### src/pkg/ccpg_pkg.sv
// Purpose: constants for the capture/compare pwm generator
// Assumes: axi4-lite word-aligned register map
// Notes:   offsets, fields and reset values
package ccpg_pkg;
    // ------------------------------------------------------------
    // register offsets
    // ------------------------------------------------------------
    localparam logic [7:0] OFF_CHANNEL_CONTROL = 8'h00;
    localparam logic [7:0] OFF_DUTY_UPPER      = 8'h04;
    localparam logic [7:0] OFF_DUTY_BUFFER     = 8'h08;
    localparam logic [7:0] OFF_PERIOD_LIMIT    = 8'h0C;
    localparam logic [7:0] OFF_TIMER_CONTROL   = 8'h10;
    localparam logic [7:0] OFF_TIMER_COUNT     = 8'h14;
    localparam logic [7:0] OFF_DEADBAND        = 8'h18;
    localparam logic [7:0] OFF_STEERING        = 8'h1C;
    localparam logic [7:0] OFF_SLEEP           = 8'h20;
    localparam logic [7:0] OFF_TIMER_SEL_LOW   = 8'h24;
    localparam logic [7:0] OFF_TIMER_SEL_HIGH  = 8'h28;
    // ------------------------------------------------------------
    // field positions
    // ------------------------------------------------------------
    localparam int CFG_HI = 7;
    localparam int CFG_LO = 6;
    localparam int DLOW_HI = 5;
    localparam int DLOW_LO = 4;
    localparam int MODE_HI = 3;
    localparam int MODE_LO = 0;
    localparam int TRUN_BIT = 2;
    localparam int DB_HI = 6;
    localparam int STR_HI = 3;
    localparam int SELH_HI = 1;
    // ------------------------------------------------------------
    // reset values and codes
    // ------------------------------------------------------------
    localparam logic [7:0] RST_BYTE   = 8'h00;
    localparam logic [7:0] RST_PERIOD = 8'hFF;
    localparam logic [7:0] RST_STEER  = 8'h01;
    localparam logic [1:0] CFG_SINGLE = 2'h0;
    localparam logic [1:0] CFG_HALF   = 2'h2;
    localparam logic [1:0] CFG_FWD    = 2'h1;
    localparam logic [1:0] CFG_REV    = 2'h3;
    localparam logic [1:0] PS_1       = 2'h0;
    localparam logic [1:0] PS_4       = 2'h1;
    localparam int OSC_PER_TICK = 4;
    localparam logic [1:0] AXI_OKAY   = 2'h0;
    localparam logic [1:0] AXI_SLVERR = 2'h2;
endpackage : ccpg_pkg

### src/rtl/ccpg_prescaler.sv
// Purpose: oscillator divider and timer prescaler
// Assumes: aclk is the oscillator
// Notes:   tick every 4 x prescale clocks
`timescale 1ns/1ps
module ccpg_prescaler (
    input  wire logic       aclk,
    input  wire logic       aresetn,
    input  wire logic       run,
    input  wire logic       restart,
    input  wire logic [1:0] prescale,
    output logic [1:0]      low_bits,
    output logic            tick
);
    logic [1:0] osc_cnt;
    logic [3:0] pre_cnt;
    logic [3:0] pre_max;
    logic       osc_wrap;
    logic       pre_wrap;

    // ------------------------------------------------------------
    // dividers
    // ------------------------------------------------------------
    assign pre_max  = (prescale == ccpg_pkg::PS_1) ? 4'h0 :
                      (prescale == ccpg_pkg::PS_4) ? 4'h3 : 4'hF;
    assign osc_wrap = (osc_cnt == 2'(ccpg_pkg::OSC_PER_TICK - 1));
    assign pre_wrap = (pre_cnt >= pre_max);
    assign tick     = run && osc_wrap && pre_wrap;
    assign low_bits = (prescale == ccpg_pkg::PS_1) ? osc_cnt :
                      (prescale == ccpg_pkg::PS_4) ? pre_cnt[1:0] : pre_cnt[3:2];

    always_ff @(posedge aclk) begin
        if (!aresetn || restart) begin
            osc_cnt <= 2'h0;
            pre_cnt <= 4'h0;
        end else if (run) begin
            osc_cnt <= osc_cnt + 2'h1;
            if (osc_wrap) begin
                pre_cnt <= pre_wrap ? 4'h0 : pre_cnt + 4'h1;
            end
        end
    end
endmodule : ccpg_prescaler

### src/rtl/ccpg_deadband.sv
// Purpose: rising-edge delay for one output
// Assumes: delay counted in units of 4 clocks
// Notes:   output stays low if pulse shorter than delay
`timescale 1ns/1ps
module ccpg_deadband #(
    parameter int DW = 7
) (
    input  wire logic          aclk,
    input  wire logic          aresetn,
    input  wire logic          hold,
    input  wire logic          in_level,
    input  wire logic [DW-1:0] delay,
    output logic               out_level
);
    logic [DW+1:0] cnt;

    always_ff @(posedge aclk) begin
        if (!aresetn) begin
            cnt       <= '0;
            out_level <= 1'b0;
        end else if (!hold) begin
            if (!in_level) begin
                cnt       <= '0;
                out_level <= 1'b0;
            end else if (cnt >= {delay, 2'h0}) begin
                out_level <= 1'b1;
            end else begin
                cnt <= cnt + 1'b1;
            end
        end
    end
endmodule : ccpg_deadband

### src/rtl/ccpg_top.sv
// Purpose: 10-bit enhanced pwm with axi4-lite registers
// Assumes: aclk is the oscillator, one clock per oscillator period
// Notes:   outputs carry level and enable per pin
//
// Added by the designer: the register offsets and the AXI4-Lite slave port.
`timescale 1ns/1ps
// Overview of operation
// - period is (limit+1) x 4 x prescale
// - period end clears timer, sets pin unless duty is zero, loads
// - postscaler never affects pwm period
// - duty is upper byte plus low bits
// - duty writes anytime, buffered at period end
// - duty buffer read-only while pwm active
// - time base low bits from osc or prescaler
// - output cleared when time base equals duty
// - pulse longer than period leaves pin set
// - resolution log2(4(limit+1)), max ten bits
// - prescale choices 1, 4 and 16
// - sleep freezes timer, outputs and state
// - reset restores registers, pins to input
// - output configuration selects bridge modes
// - mode select sets output polarity
// - zero control register releases pins
// - first enable waits for new period
// - half-bridge activation delayed by deadband
// - single mode drives steered outputs only
// - unused outputs released to other functions
// - half-bridge: a modulated, b complement
// - full-bridge forward and reverse assignments
module ccpg_top (
    input  wire logic        aclk,
    input  wire logic        aresetn,
    input  wire logic [7:0]  s_axi_awaddr,
    input  wire logic        s_axi_awvalid,
    output logic             s_axi_awready,
    input  wire logic [31:0] s_axi_wdata,
    input  wire logic [3:0]  s_axi_wstrb,
    input  wire logic        s_axi_wvalid,
    output logic             s_axi_wready,
    output logic [1:0]       s_axi_bresp,
    output logic             s_axi_bvalid,
    input  wire logic        s_axi_bready,
    input  wire logic [7:0]  s_axi_araddr,
    input  wire logic        s_axi_arvalid,
    output logic             s_axi_arready,
    output logic [31:0]      s_axi_rdata,
    output logic [1:0]       s_axi_rresp,
    output logic             s_axi_rvalid,
    input  wire logic        s_axi_rready,
    output logic [3:0]       pwm_out,
    output logic [3:0]       pwm_oe
);
    // ------------------------------------------------------------
    // registers
    // ------------------------------------------------------------
    logic [7:0]  pwm_channel_control;
    logic [7:0]  duty_upper_bits;
    logic [7:0]  duty_buffer;
    logic [1:0]  duty_latch;
    logic [7:0]  period_limit;
    logic [7:0]  period_timer_control;
    logic [7:0]  period_timer_count;
    logic [6:0]  deadband_control;
    logic [3:0]  steering_control;
    logic        sleep_req;
    logic [7:0]  timer_select_low;
    logic [1:0]  timer_select_high;
    logic        started;
    logic        mod_level;
    logic [3:0]  drive_level;
    logic [3:0]  drive_en;
    // axi state
    logic        aw_held;
    logic        w_held;
    logic [7:0]  aw_addr;
    logic [31:0] w_data;
    logic [3:0]  w_strb;

    // ------------------------------------------------------------
    // decode
    // ------------------------------------------------------------
    wire         do_write   = aw_held && w_held && !s_axi_bvalid;
    wire         wr_en      = do_write && w_strb[0];
    wire [7:0]   wb         = w_data[7:0];
    wire         wr_ctrl    = wr_en && aw_addr == ccpg_pkg::OFF_CHANNEL_CONTROL;
    wire         wr_dupper  = wr_en && aw_addr == ccpg_pkg::OFF_DUTY_UPPER;
    wire         wr_dbuf    = wr_en && aw_addr == ccpg_pkg::OFF_DUTY_BUFFER;
    wire         wr_period  = wr_en && aw_addr == ccpg_pkg::OFF_PERIOD_LIMIT;
    wire         wr_tctrl   = wr_en && aw_addr == ccpg_pkg::OFF_TIMER_CONTROL;
    wire         wr_tcount  = wr_en && aw_addr == ccpg_pkg::OFF_TIMER_COUNT;
    wire         wr_db      = wr_en && aw_addr == ccpg_pkg::OFF_DEADBAND;
    wire         wr_steer   = wr_en && aw_addr == ccpg_pkg::OFF_STEERING;
    wire         wr_sleep   = wr_en && aw_addr == ccpg_pkg::OFF_SLEEP;
    wire         wr_sel_lo  = wr_en && aw_addr == ccpg_pkg::OFF_TIMER_SEL_LOW;
    wire         wr_sel_hi  = wr_en && aw_addr == ccpg_pkg::OFF_TIMER_SEL_HIGH;
    wire         wr_mapped  = aw_addr <= ccpg_pkg::OFF_TIMER_SEL_HIGH && aw_addr[1:0] == 2'h0;
    wire         rd_mapped  = s_axi_araddr <= ccpg_pkg::OFF_TIMER_SEL_HIGH
                              && s_axi_araddr[1:0] == 2'h0;

    // ------------------------------------------------------------
    // mode and time base
    // ------------------------------------------------------------
    wire [3:0]   chan_mode   = pwm_channel_control[ccpg_pkg::MODE_HI:ccpg_pkg::MODE_LO];
    wire [1:0]   out_cfg     = pwm_channel_control[ccpg_pkg::CFG_HI:ccpg_pkg::CFG_LO];
    wire         pwm_active  = chan_mode[3:2] == 2'h3;
    wire         ctrl_zero   = pwm_channel_control == ccpg_pkg::RST_BYTE;
    // postscale bits 6:3 are stored but not used here
    wire         timer_run   = period_timer_control[ccpg_pkg::TRUN_BIT];
    wire [1:0]   prescale    = period_timer_control[1:0];
    wire         run         = timer_run && !sleep_req;
    wire         tick;
    wire [1:0]   low_bits;
    wire         period_end  = tick && period_timer_count == period_limit;
    wire [9:0]   duty_next   = {duty_upper_bits,
                                pwm_channel_control[ccpg_pkg::DLOW_HI:ccpg_pkg::DLOW_LO]};
    wire [9:0]   duty_cur    = {duty_buffer, duty_latch};
    wire [9:0]   time_base   = {period_timer_count, low_bits};
    // match never happens if duty beyond period
    wire         duty_match  = time_base == duty_cur;
    wire         pulse_level = mod_level && !duty_match;
    wire         pol_a_low   = chan_mode[1];
    wire         pol_b_low   = chan_mode[0];
    wire         db_a;
    wire         db_b;

    ccpg_prescaler u_prescaler (
        .aclk     (aclk),
        .aresetn  (aresetn),
        .run      (run),
        .restart  (period_end || wr_tcount),
        .prescale (prescale),
        .low_bits (low_bits),
        .tick     (tick)
    );

    ccpg_deadband #(.DW(7)) u_db_a (
        .aclk      (aclk),
        .aresetn   (aresetn),
        .hold      (sleep_req),
        .in_level  (pulse_level && started),
        .delay     (deadband_control),
        .out_level (db_a)
    );

    ccpg_deadband #(.DW(7)) u_db_b (
        .aclk      (aclk),
        .aresetn   (aresetn),
        .hold      (sleep_req),
        .in_level  (!pulse_level && started),
        .delay     (deadband_control),
        .out_level (db_b)
    );

    // ------------------------------------------------------------
    // output steering
    // ------------------------------------------------------------
    always_comb begin
        drive_level = 4'h0;
        drive_en    = 4'h0;
        if (pwm_active && started) begin
            unique case (out_cfg)
                ccpg_pkg::CFG_SINGLE: begin
                    drive_level = {4{pulse_level}};
                    drive_en    = steering_control;
                end
                ccpg_pkg::CFG_HALF: begin
                    drive_level = {2'h0, db_b, db_a};
                    drive_en    = 4'h3;
                end
                ccpg_pkg::CFG_FWD: begin
                    drive_level = {pulse_level, 2'h0, 1'b1};
                    drive_en    = 4'hF;
                end
                ccpg_pkg::CFG_REV: begin
                    drive_level = {1'b0, 1'b1, pulse_level, 1'b0};
                    drive_en    = 4'hF;
                end
            endcase
        end
    end

    // enables low after reset or zero control
    assign pwm_oe  = ctrl_zero ? 4'h0 : drive_en;
    assign pwm_out = (drive_level ^ {pol_b_low, pol_a_low, pol_b_low, pol_a_low})
                     & pwm_oe;

    // ------------------------------------------------------------
    // pwm core
    // ------------------------------------------------------------
    always_ff @(posedge aclk) begin
        if (!aresetn) begin
            period_timer_count <= ccpg_pkg::RST_BYTE;
            duty_buffer        <= ccpg_pkg::RST_BYTE;
            duty_latch         <= 2'h0;
            mod_level          <= 1'b0;
            started            <= 1'b0;
        end else begin
            if (!pwm_active) begin
                started <= 1'b0;
            end else if (period_end) begin
                started <= 1'b1;
            end
            if (wr_tcount) begin
                period_timer_count <= wb;
            end else if (period_end) begin
                period_timer_count <= 8'h00;
                duty_buffer        <= duty_next[9:2];
                duty_latch         <= duty_next[1:0];
                mod_level          <= duty_next != 10'h000;
            end else begin
                if (tick) begin
                    period_timer_count <= period_timer_count + 8'h01;
                end
                if (run && duty_match) begin
                    mod_level <= 1'b0;
                end
            end
            if (wr_dbuf && !pwm_active) begin
                duty_buffer <= wb;
            end
        end
    end

    // ------------------------------------------------------------
    // register writes
    // ------------------------------------------------------------
    always_ff @(posedge aclk) begin
        if (!aresetn) begin
            pwm_channel_control  <= ccpg_pkg::RST_BYTE;
            duty_upper_bits      <= ccpg_pkg::RST_BYTE;
            period_limit         <= ccpg_pkg::RST_PERIOD;
            period_timer_control <= ccpg_pkg::RST_BYTE;
            deadband_control     <= 7'h00;
            steering_control     <= ccpg_pkg::RST_STEER[3:0];
            sleep_req            <= 1'b0;
            timer_select_low     <= ccpg_pkg::RST_BYTE;
            timer_select_high    <= 2'h0;
        end else begin
            if (wr_ctrl)   pwm_channel_control  <= wb;
            if (wr_dupper) duty_upper_bits      <= wb;
            if (wr_period) period_limit         <= wb;
            if (wr_tctrl)  period_timer_control <= {1'b0, wb[6:0]};
            if (wr_db)     deadband_control     <= wb[ccpg_pkg::DB_HI:0];
            if (wr_steer)  steering_control     <= wb[ccpg_pkg::STR_HI:0];
            if (wr_sleep)  sleep_req            <= wb[0];
            if (wr_sel_lo) timer_select_low     <= wb;
            if (wr_sel_hi) timer_select_high    <= wb[ccpg_pkg::SELH_HI:0];
        end
    end

    // ------------------------------------------------------------
    // axi4-lite write channel
    // ------------------------------------------------------------
    assign s_axi_awready = !aw_held;
    assign s_axi_wready  = !w_held;

    always_ff @(posedge aclk) begin
        if (!aresetn) begin
            aw_held      <= 1'b0;
            w_held       <= 1'b0;
            aw_addr      <= 8'h00;
            w_data       <= 32'h0000_0000;
            w_strb       <= 4'h0;
            s_axi_bvalid <= 1'b0;
            s_axi_bresp  <= ccpg_pkg::AXI_OKAY;
        end else begin
            if (s_axi_awvalid && !aw_held) begin
                aw_held <= 1'b1;
                aw_addr <= s_axi_awaddr;
            end
            if (s_axi_wvalid && !w_held) begin
                w_held <= 1'b1;
                w_data <= s_axi_wdata;
                w_strb <= s_axi_wstrb;
            end
            if (do_write) begin
                aw_held      <= 1'b0;
                w_held       <= 1'b0;
                s_axi_bvalid <= 1'b1;
                s_axi_bresp  <= wr_mapped ? ccpg_pkg::AXI_OKAY : ccpg_pkg::AXI_SLVERR;
            end else if (s_axi_bready) begin
                s_axi_bvalid <= 1'b0;
            end
        end
    end

    // ------------------------------------------------------------
    // axi4-lite read channel
    // ------------------------------------------------------------
    logic [7:0] rd_byte;
    always_comb begin
        rd_byte = 8'h00;
        unique case (s_axi_araddr)
            ccpg_pkg::OFF_CHANNEL_CONTROL: rd_byte = pwm_channel_control;
            ccpg_pkg::OFF_DUTY_UPPER:      rd_byte = duty_upper_bits;
            ccpg_pkg::OFF_DUTY_BUFFER:     rd_byte = duty_buffer;
            ccpg_pkg::OFF_PERIOD_LIMIT:    rd_byte = period_limit;
            ccpg_pkg::OFF_TIMER_CONTROL:   rd_byte = period_timer_control;
            ccpg_pkg::OFF_TIMER_COUNT:     rd_byte = period_timer_count;
            ccpg_pkg::OFF_DEADBAND:        rd_byte = {1'b0, deadband_control};
            ccpg_pkg::OFF_STEERING:        rd_byte = {4'h0, steering_control};
            ccpg_pkg::OFF_SLEEP:           rd_byte = {7'h00, sleep_req};
            ccpg_pkg::OFF_TIMER_SEL_LOW:   rd_byte = timer_select_low;
            ccpg_pkg::OFF_TIMER_SEL_HIGH:  rd_byte = {6'h00, timer_select_high};
            default:                       rd_byte = 8'h00;
        endcase
    end

    assign s_axi_arready = !s_axi_rvalid;

    always_ff @(posedge aclk) begin
        if (!aresetn) begin
            s_axi_rvalid <= 1'b0;
            s_axi_rdata  <= 32'h0000_0000;
            s_axi_rresp  <= ccpg_pkg::AXI_OKAY;
        end else if (s_axi_arvalid && !s_axi_rvalid) begin
            s_axi_rvalid <= 1'b1;
            s_axi_rdata  <= {24'h000000, rd_byte};
            s_axi_rresp  <= rd_mapped ? ccpg_pkg::AXI_OKAY : ccpg_pkg::AXI_SLVERR;
        end else if (s_axi_rready) begin
            s_axi_rvalid <= 1'b0;
        end
    end
endmodule : ccpg_top

### config.mk
export PLATFORM = sky130hd
export DESIGN_NAME = ccpg_top
export DESIGN_NICKNAME = d
export VERILOG_FILES = /design/src/pkg/ccpg_pkg.sv /design/src/rtl/ccpg_prescaler.sv /design/src/rtl/ccpg_deadband.sv /design/src/rtl/ccpg_top.sv
export SDC_FILE = /design/constraint.sdc
export NUM_CORES = 1
export LEC_CHECK = 0
export ABC_AREA = 1
export BUFFER_PORTS_ARGS = -buffer_cell sky130_fd_sc_hd__buf_4
export CAP_MARGIN = 20
export CORE_UTILIZATION = 57
export DETAILED_ROUTE_END_ITERATION = 12
export GPL_TIMING_DRIVEN = 0
export PLACE_DENSITY = 0.79
export SLEW_MARGIN = 0
export SYNTH_ARGS = -nofsm -noshare
export SYNTH_HDL_FRONTEND = slang
export SYNTH_HIERARCHICAL = 1
export SYNTH_SLANG_ARGS = --single-unit
### constraint.sdc
create_clock -name aclk -period 2.4 [get_ports aclk]
set_input_delay 0.24 -clock aclk [delete_from_list [all_inputs] [get_ports aclk]]
set_output_delay 0.24 -clock aclk [all_outputs]
set_load 0.02 [all_outputs]
==> results.yml, run 1 <==
synth:
  synthCells: 1155
  syn-cell-area_um2: 7690
  synthAdderAreaFrac_pct: 4.07
  synthMuxAreaShare_pct: 0
  synthSimpleGateAreaFrac_pct: 31.4
  synth-xor-area-share_pct: 2.16
  synth-seq-cells: 130
  synth_ff_type: "dfxtp_1"
  synth_cell_types: 43
  yosysSeqAreaShare_pct: 33.8
  avgSynthCellArea_um2: 6.66
  synth_top_family_by_area: "simple AND/OR/NAND/NOR gates"
  synth_edf_count: 0
  ys_warn_count: 6
  ys_async_sr_fraction_pct: 0
  synth-compound-area-share_pct: 15.9
final_layout:
  final_common_cell: "nand2_1"
  area_delta_synth_final_pct: 23.6
  fillers: 1099
  seq_area_um2: 2610
  final_layout_size_suffix_gt1_share_pct: 20.3
  n_antenna_cell: 0
  fin_nets: 1355
  final_area_um2: 9510
  stdcell_count: 1459
  multi_input_area_um2: 4460
  final_cell_mix: "nand2_1, inv_1, dfxtp_1"
  top_regs: "u_db_a/cnt: 9 flops, u_db_b/cnt: 9 flops"
routing:
  drcViolationCount: 0
  via_per_inst: 5.59
  avgRoutedWirePerCell_um: 15.8
  postRouteAntennaNets: 0
  initialDrtViolationCount: 982
  first_pass_iters: 6
  vias: 8163
  wirelength_mm: 23.1
timing:
  worst_slack_ns: -0.0951
  max_slew_margin_pct: 60.9
  post-route-period-util_pct: 104
  skew_ns: 0.00744
  tightestPinTransition_ns: 0.587
  finalSetupViolations: 8
  max_freq_mhz: 401
  rsz0062_at_grt: "true"
  hold_viol_final: 0
  period_needed_ns: 2.50
  final_max_slew_viol_count: 0
run:
  timing.max_cap.violations: 0
cts:
  clk_pin_slew_worst_paths_ns: 0.06
  max-clock-path-buffers: 2
  tritoncts: "done"
  cts_sinks: 130
  cts_made_buffers: 17
  cts_root_buf: "clkbuf_16"
  h-tree-depth: 4
  cts.hold.buffers_added: 0
  clk_latency_ns: 0.43
placement:
  gp_congestion: 0.983
  pre_cts_ws_ns: -0.478
  dp_cells: 1410
  io_buffers: 54
  dp_hpwl_mm: 16.0
  dpl-instance-area_um2: 8410
setup_path:
  end_kind: "flip-flop"
  cp_data_arrival_time_ns: 2.82
  path_max_fanout: 4
  critPathLaunchType: "flip-flop"
  required_ns: 2.72
  path_class: "reg2reg"
floorplanning:
  core-area_um2: 13200
  die_area_um2: 14000
  io_pins: 108
  start_util_pct: 58.3
  die_w_um: 118
  fp.dieH_um: 118
  row_count: 42
pwr:
  ir_drop_mv: 0.455
  powerDensity_nw_per_um2: 576
  p_leak_nw: 4.33
global_routing:
  antenna_found_initial: 0
  grt_pass1_wl_mm: 35.4
  grt_use_total_pct: 32.6
  grt_pass1_vias: 7008
  grt_max_degree: 17
  grt-ovfl-total: 0
worst_hold_path:
  worstHoldPathType: "in2reg"
outcome:
  status: "finished, violations left"
  failed_checks: "negative setup slack"
==> metrics by stage <==
stage / utilization, % / power, mW / hold slack [ns] / setup TNS, ns
6_report: 72.1 / 5.48 / 0.0318 / -0.340
3_5_place_dp: 63.7 / 2.64 / 0.448 / -8.94
4_1_cts: 69.6 / 5.46 / 0.0282 / -0.0974
5_1_grt: 72.1 / 5.60 / 0.0522 / -1.77
2_1_floorplan: - / 2.50 / 0.366 / 0
3_3_place_gp: 63.7 / 2.64 / 0.446 / -6.70
==> cell families (layout without fill, tap and decap cells) <==
logic type      Yosys count  count (layout)
simple gates            533             533
compound gates          233             233
buf+inv                 214             317
flops                   130             130
fa+ha+maj                25              25
xor+xnor                 19              19
other cells               1              26
==> area by class of cell <==
type,instances,share of cell area [%]
buffer,58,4.17
clock buffer,18,4.62
clock inverter,13,2.20
inverter,156,6.19
multi-input combinational,836,46.9
sequential,130,27.5
tap,176,2.32
timing repair buffer,72,6.11
==> path summary, 6_finish.rpt <==
kind | to | slack [ns] | cells after the start | startpoint
setup / recovery | mod_level | -0.1 | 16 | period_timer_control[1]
hold / removal | aw_addr[1] | 0.03 | 3 | s_axi_awaddr[1]
setup reg to reg | mod_level | -0.1 | 16 | period_timer_control[1]
hold reg to reg | timer_select_high[0] | 0.46 | 2 | timer_select_high[0]
==> synth_stat cells (3+ instances only) <==
master,instances,share of area (%)
nand2_1,268,13
inv_1,144,7.0
dfxtp_1,130,34
a21oi_1,118,7.7
nor2_1,117,5.7
nand3_1,75,4.9
o21ai_0,66,4.3
buf_4,35,3.4
o21ai_1,27,1.8
ha_1,25,4.1
nand4_1,17,1.4
clkbuf_1,13,0.63
o211ai_1,10,0.98
xor2_1,10,1.1
nor2_4,9,1.3
nor3_1,9,0.59
xnor2_1,9,1.0
nand2_2,8,0.65
inv_2,7,0.34
a21oi_2,6,0.68
buf_2,6,0.39
nand3_2,6,0.78
clkinv_1,5,0.24
nor2_2,5,0.41
nor3b_1,4,0.39
a31oi_1,3,0.24
buf_6,3,0.44
==> routing by layer <==
metal	vias to the layer above	track usage [%]	routed length, um
li1	3912	-	-
met1	3713	43.0	9540
met2	464	50.3	10300
met3	74	7.82	2350
met4	0	15.1	873
met5	-	0	0
==> what timing repair did <==
action	CTS	global route
setup buffers	9	7
hold endpoints to repair	0	0
setup endpoints to repair	42	41
pin swaps	6	20
cloned	0	2
gates resized for setup	19	68
==> power breakdown <==
part | total (mW) | internal [mW] | leakage, nW | switching (mW)
combinational | 0.391 | 0.127 | 2.96 | 0.264
sequential | 2.22 | 2.19 | 1.06 | 0.0303
clock | 2.87 | 1.86 | 0.308 | 1.00
total | 5.48 | 4.18 | 4.33 | 1.30
==> worst max-delay path: stages, from the launching register on <==
cell	delay, ns
dfxtp_4	0.37
nor2_4	0.14
nand2_1	0.07
o211ai_1	0.11
xnor2_1	0.16
nand2_2	0.10
buf_4	0.15
buf_4	0.12
buf_4	0.12
buf_4	0.12
buf_4	0.13
buf_4	0.13
buf_4	0.12
nor3_1	0.27
nand4_1	0.13
nand2_1	0.09
a21oi_1	0.06
Note: power is estimated with default switching activity, not from simulation.
==> inputs of run 2 (changes only) <==
Settings changed: CTS_BUF_LIST set to sky130_fd_sc_hd__clkbuf_8 sky130_fd_sc_hd__clkbuf_16, GPL_TIMING_DRIVEN 0 to not set.
==> results.yml, run 2 (same netlist as run 1, synthesis figures left out) <==
cts:
  h-tree-depth: 4
  cts_root_buf: "clkbuf_16"
  tritoncts: "done"
  max-clock-path-buffers: 2
  cts_sinks: 130
  clk_latency_ns: 0.43
  clk_pin_slew_worst_paths_ns: 0.06
  cts_made_buffers: 17
  cts.hold.buffers_added: 0
routing:
  postRouteAntennaNets: 0
  initialDrtViolationCount: 756
  top_layer_used: "met4"
  wl_met1_mm: 8.75
  via_per_inst: 5.48
  first_pass_iters: 5
  vias: 7737
  drcViolationCount: 0
  avgRoutedWirePerCell_um: 14.6
  met2WireLength_mm: 9.25
  wirelength_mm: 20.5
  wl_met3_mm: 1.74
timing:
  finalSetupViolations: 3
  max_slew_margin_pct: 57.1
  skew_ns: 0.00886
  period_needed_ns: 2.42
  hold_viol_final: 0
  final_max_slew_viol_count: 0
  rsz0062_at_grt: "true"
  max_freq_mhz: 413
  fin_hold_ws_ns: 0.0329
  worst_slack_ns: -0.0188
  tightestPinTransition_ns: 0.639
  post-route-period-util_pct: 101
global_routing:
  grt_pass1_wl_mm: 33.4
  grt-ovfl-total: 0
  grt_use_total_pct: 30.2
  grt_pass1_vias: 6873
  grt_max_degree: 64
  antenna_found_initial: 0
run:
  timing.max_cap.violations: 0
pwr:
  ir_drop_mv: 0.463
  powerDensity_nw_per_um2: 580
  p_leak_nw: 4.05
final_layout:
  fin_util_pct: 67.8
  top_regs: "u_db_a/cnt: 9 flops, u_db_b/cnt: 9 flops"
  final_layout_size_suffix_gt1_share_pct: 15.2
  area_delta_synth_final_pct: 16.3
  final_cell_mix: "nand2_1, inv_1, dfxtp_1"
  n_antenna_cell: 0
  final_common_cell: "nand2_1"
  fin_nets: 1306
  fillers: 1132
setup_path:
  cp_slowest_cell: "dfxtp_4"
  path_class: "reg2out"
  ff2ff_setup_slack_ns: 0.11
  critPathMaxStageDelay_ns: 0.36
  r2r-start: "period_timer_control[0]"
  cp_common_cell: "nand2_4"
  setup.worst_path.end: "pwm_out[2]"
  critPathLaunchType: "flip-flop"
  cp_data_arrival_time_ns: 2.18
  path_max_fanout: 5
  r2r_cells: 15
  required_ns: 2.16
  crit_start: "period_timer_control[0]"
  regToRegEndpoint: "u_db_b/cnt[3]"
  end_kind: "primary output"
  crit_chain: "nor2_4 > nand2_2 > o211ai_1 > xnor2_1 > nand2_1 > nor2_2 > nand3_2 > nand2_4 > nand2_4 > a21oi_1 > nor2_1 > buf_4"
floorplanning:
  start_util_pct: 58.3
  fp.dieH_um: 118
  core-area_um2: 13200
  row_count: 42
  die_area_um2: 14000
  io_pins: 108
  die_w_um: 118
worst_hold_path:
  worstHoldPathCells: 3
  worstHoldPathType: "in2reg"
placement:
  dp_hpwl_mm: 14.6
  io_buffers: 54
  gp_congestion: 0.931
  pre_cts_ws_ns: -0.0252
outcome:
  status: "finished, violations left"
  failed_checks: "negative setup slack"
-- run 2: metal layers --
layer / GRT usage, % / vias to the layer above
met1: 38.7 / 3502
met5: 0 / -
met2: 47.1 / 340
met3: 7.34 / 74
li1: - / 3821
met4: 15.3 / 0
-- run 2: through the flow --
step | std cells | total power [mW] | TNS (ns) | area (um2)
6_report | 1411 | 5.18 | -0.0345 | 8940
5_1_grt | 1411 | 5.34 | -1.09 | 8940
4_1_cts | 1409 | 5.21 | -0.0100 | 8870
3_5_place_dp | 1373 | 2.59 | -0.0952 | 8190
3_3_place_gp | 1373 | 2.58 | 0 | 8190
2_1_floorplan | 1180 | 2.50 | 0 | 7780
-- run 2: final cells by class --
type,instances,area (um2),share of cell area [%]
sequential,130,2610,29.2
timing repair buffer,81,621,6.94
inverter,156,588,6.58
clock buffer,18,439,4.91
clock inverter,14,166,1.86
multi-input combinational,836,4290,48.0
tap,176,220,2.46
-- run 2: worst min-delay path by stage --
| stage | start | end | slack [ns] |
|---|---|---|---|
| 2_1_floorplan | aresetn | u_db_a/cnt[8] | 0.37 |
| 3_3_place_gp | s_axi_rdata[2] | s_axi_rdata[2] | 0.46 |
| 3_5_place_dp | s_axi_rdata[5] | s_axi_rdata[5] | 0.46 |
| 4_1_cts | s_axi_awaddr[1] | aw_addr[1] | 0.02 |
| 5_1_grt | s_axi_awaddr[1] | aw_addr[1] | 0.04 |
| 6_report | s_axi_awaddr[6] | aw_addr[6] | 0.03 |
-- run 2: repair_timing --
action,in CTS,in global routing
endpoints found under the setup margin,11,28
resized for setup,16,16
buffers inserted,4,2
pin swaps,7,5
-- run 2: critical path, delay by kind of cell (launching register included) --
kind / cells / cell delay [ns]
AOI/OAI and AO/OA: 2 / 0.26
xor gates and xnor gates: 1 / 0.15
buffers and inverters: 1 / 0.15
DFF: 1 / 0.36
and+or+nand+nor: 8 / 0.83
-- run 2: power breakdown --
group / leakage (nW) / switching, mW / internal, mW / total, mW
clock: 0.298 / 0.984 / 1.65 / 2.64
sequential: 1.05 / 0.0246 / 2.19 / 2.21
combinational: 2.70 / 0.236 / 0.0946 / 0.331
total: 4.05 / 1.25 / 3.94 / 5.18
==> inputs of run 3 (changes only) <==
Settings changed: CAP_MARGIN 20 to 10, CORE_MARGIN set to 2.
==> results.yml, run 3 (same netlist as run 1, synthesis figures left out) <==
outcome:
  status: "finished, violations left"
  failed_checks: "negative setup slack"
final_layout:
  top_regs: "u_db_a/cnt: 9 flops, u_db_b/cnt: 9 flops"
  final_layout_size_suffix_gt1_share_pct: 15.4
  fin_util_pct: 67.8
  fillers: 1181
  n_antenna_cell: 0
  stdcell_count: 1409
  final_area_um2: 8940
  area_delta_synth_final_pct: 16.2
  multi_input_area_um2: 4300
  final_common_cell: "nand2_1"
  final_cell_mix: "nand2_1, inv_1, dfxtp_1"
  fin_nets: 1305
  seq_area_um2: 2610
placement:
  dpl-instance-area_um2: 8220
  io_buffers: 54
  gp_congestion: 0.931
  dp_cells: 1376
  dp_hpwl_mm: 14.8
timing:
  setup-tns-final_ns: -0.00796
  max_slew_margin_pct: 55.6
  rsz0062_at_grt: "true"
  period_needed_ns: 2.41
  tightestPinTransition_ns: 0.663
  final_max_slew_viol_count: 0
  max_freq_mhz: 415
  skew_ns: 0.00694
  worst_slack_ns: -0.00796
  finalSetupViolations: 1
  fin_hold_ws_ns: 0.0364
  post-route-period-util_pct: 100
  hold_viol_final: 0
floorplanning:
  die_area_um2: 14400
  fp.dieH_um: 120
  die_w_um: 120
  start_util_pct: 58.3
  row_count: 42
  core-area_um2: 13200
  io_pins: 108
pwr:
  powerDensity_nw_per_um2: 580
  ir_drop_mv: 0.526
  p_leak_nw: 4.02
global_routing:
  grt_pass1_vias: 6798
  antenna_found_initial: 0
  grt_max_degree: 75
  grt-ovfl-total: 0
  grt_use_total_pct: 29.0
  grt_pass1_wl_mm: 33.0
cts:
  h-tree-depth: 4
  clk_latency_ns: 0.42
  cts.hold.buffers_added: 0
  tritoncts: "done"
  cts_made_buffers: 17
  cts_sinks: 130
  cts_root_buf: "clkbuf_16"
  max-clock-path-buffers: 2
  clk_pin_slew_worst_paths_ns: 0.05
setup_path:
  ff2ff_setup_slack_ns: 0.16
  r2r-start: "period_timer_control[1]"
  critPathLaunchType: "flip-flop"
  path_class: "reg2out"
  path_max_fanout: 4
  end_kind: "primary output"
  cp_data_arrival_time_ns: 2.17
  r2r_cells: 16
  regToRegEndpoint: "duty_buffer[2]"
  required_ns: 2.16
routing:
  first_pass_iters: 6
  initialDrtViolationCount: 752
  drcViolationCount: 0
  vias: 7633
  postRouteAntennaNets: 0
  wirelength_mm: 20.4
  via_per_inst: 5.42
  avgRoutedWirePerCell_um: 14.5
worst_hold_path:
  hp-start: "s_axi_awaddr[0]"
  worstHoldPathCells: 3
  worstHoldPathType: "in2reg"
  hold_end: "aw_addr[0]"
run:
  timing.max_cap.violations: 0
==> run 3: cell types whose count changed in the layout (fill, tap and decap cells not counted), moves of 3 or more <==
cell,before,now
clkinv_4,5,0
inv_1,144,141
buf_4,80,77
clkinvlp_4,2,7
==> run 3: worst max path at each step <==
| stage | start | slack (ns) | to |
|---|---|---|---|
| finish | u_prescaler/pre_cnt[3] | -0.008 | pwm_out[0] |
| CTS | period_timer_control[0] | 0.02 | pwm_out[0] |
| detailed placement | period_timer_control[1] | 0.04 | duty_buffer[2] |
| global route | period_timer_control[1] | -0.17 | pwm_out[0] |
| global placement | period_timer_control[1] | 0.09 | u_db_b/cnt[8] |
| floorplan | period_timer_control[1] | 0.25 | duty_buffer[0] |
==> run 3: per-stage QoR <==
step / setup slack, ns / total power, mW
finish: -0.00796 / 5.18
global placement: 0.0865 / 2.59
global route: -0.175 / 5.34
floorplan: 0.245 / 2.50
detailed placement: 0.0430 / 2.59
CTS: 0.0187 / 5.21
==> run 3: area by class of cell <==
type,instances,area share (%)
Multi-Input combinational cell,836,48.1
Timing Repair Buffer,80,6.94
Sequential cell,130,29.2
Clock buffer,18,4.91
Inverter,156,6.55
Clock inverter,13,1.81
Tap cell,176,2.46
==> run 3: layer usage <==
metal	up-vias	global-route usage, %	wire length (um)
li1	3822	-	-
met1	3438	38.4	8880
met2	335	46.2	9480
met3	38	5.75	1600
met4	0	12.1	446
met5	-	0	0
==> run 3: repair_timing <==
| action | in CTS | in global routing |
|---|---|---|
| setup buffers | 0 | 2 |
| resized for setup | 9 | 23 |
| setup endpoints to repair | 4 | 24 |
| pin swaps | 2 | 10 |
==> run 3: where the power goes <==
part           total, mW  internal [mW]  switching (mW)
logic              0.334         0.0960           0.238
clock network       2.63           1.65           0.981
registers           2.22           2.19          0.0266
total               5.18           3.94            1.25
==> run 3: critical path, stage by stage, from the launching register on <==
cell	delay, ns
dfxtp_1	0.36
inv_1	0.08
o211ai_1	0.21
xnor2_1	0.14
nand2_1	0.10
nor2_2	0.15
nand3_2	0.14
nand2_4	0.13
nand2_4	0.06
nand3_2	0.07
nand2_1	0.05
nor2_1	0.11
buf_4	0.15
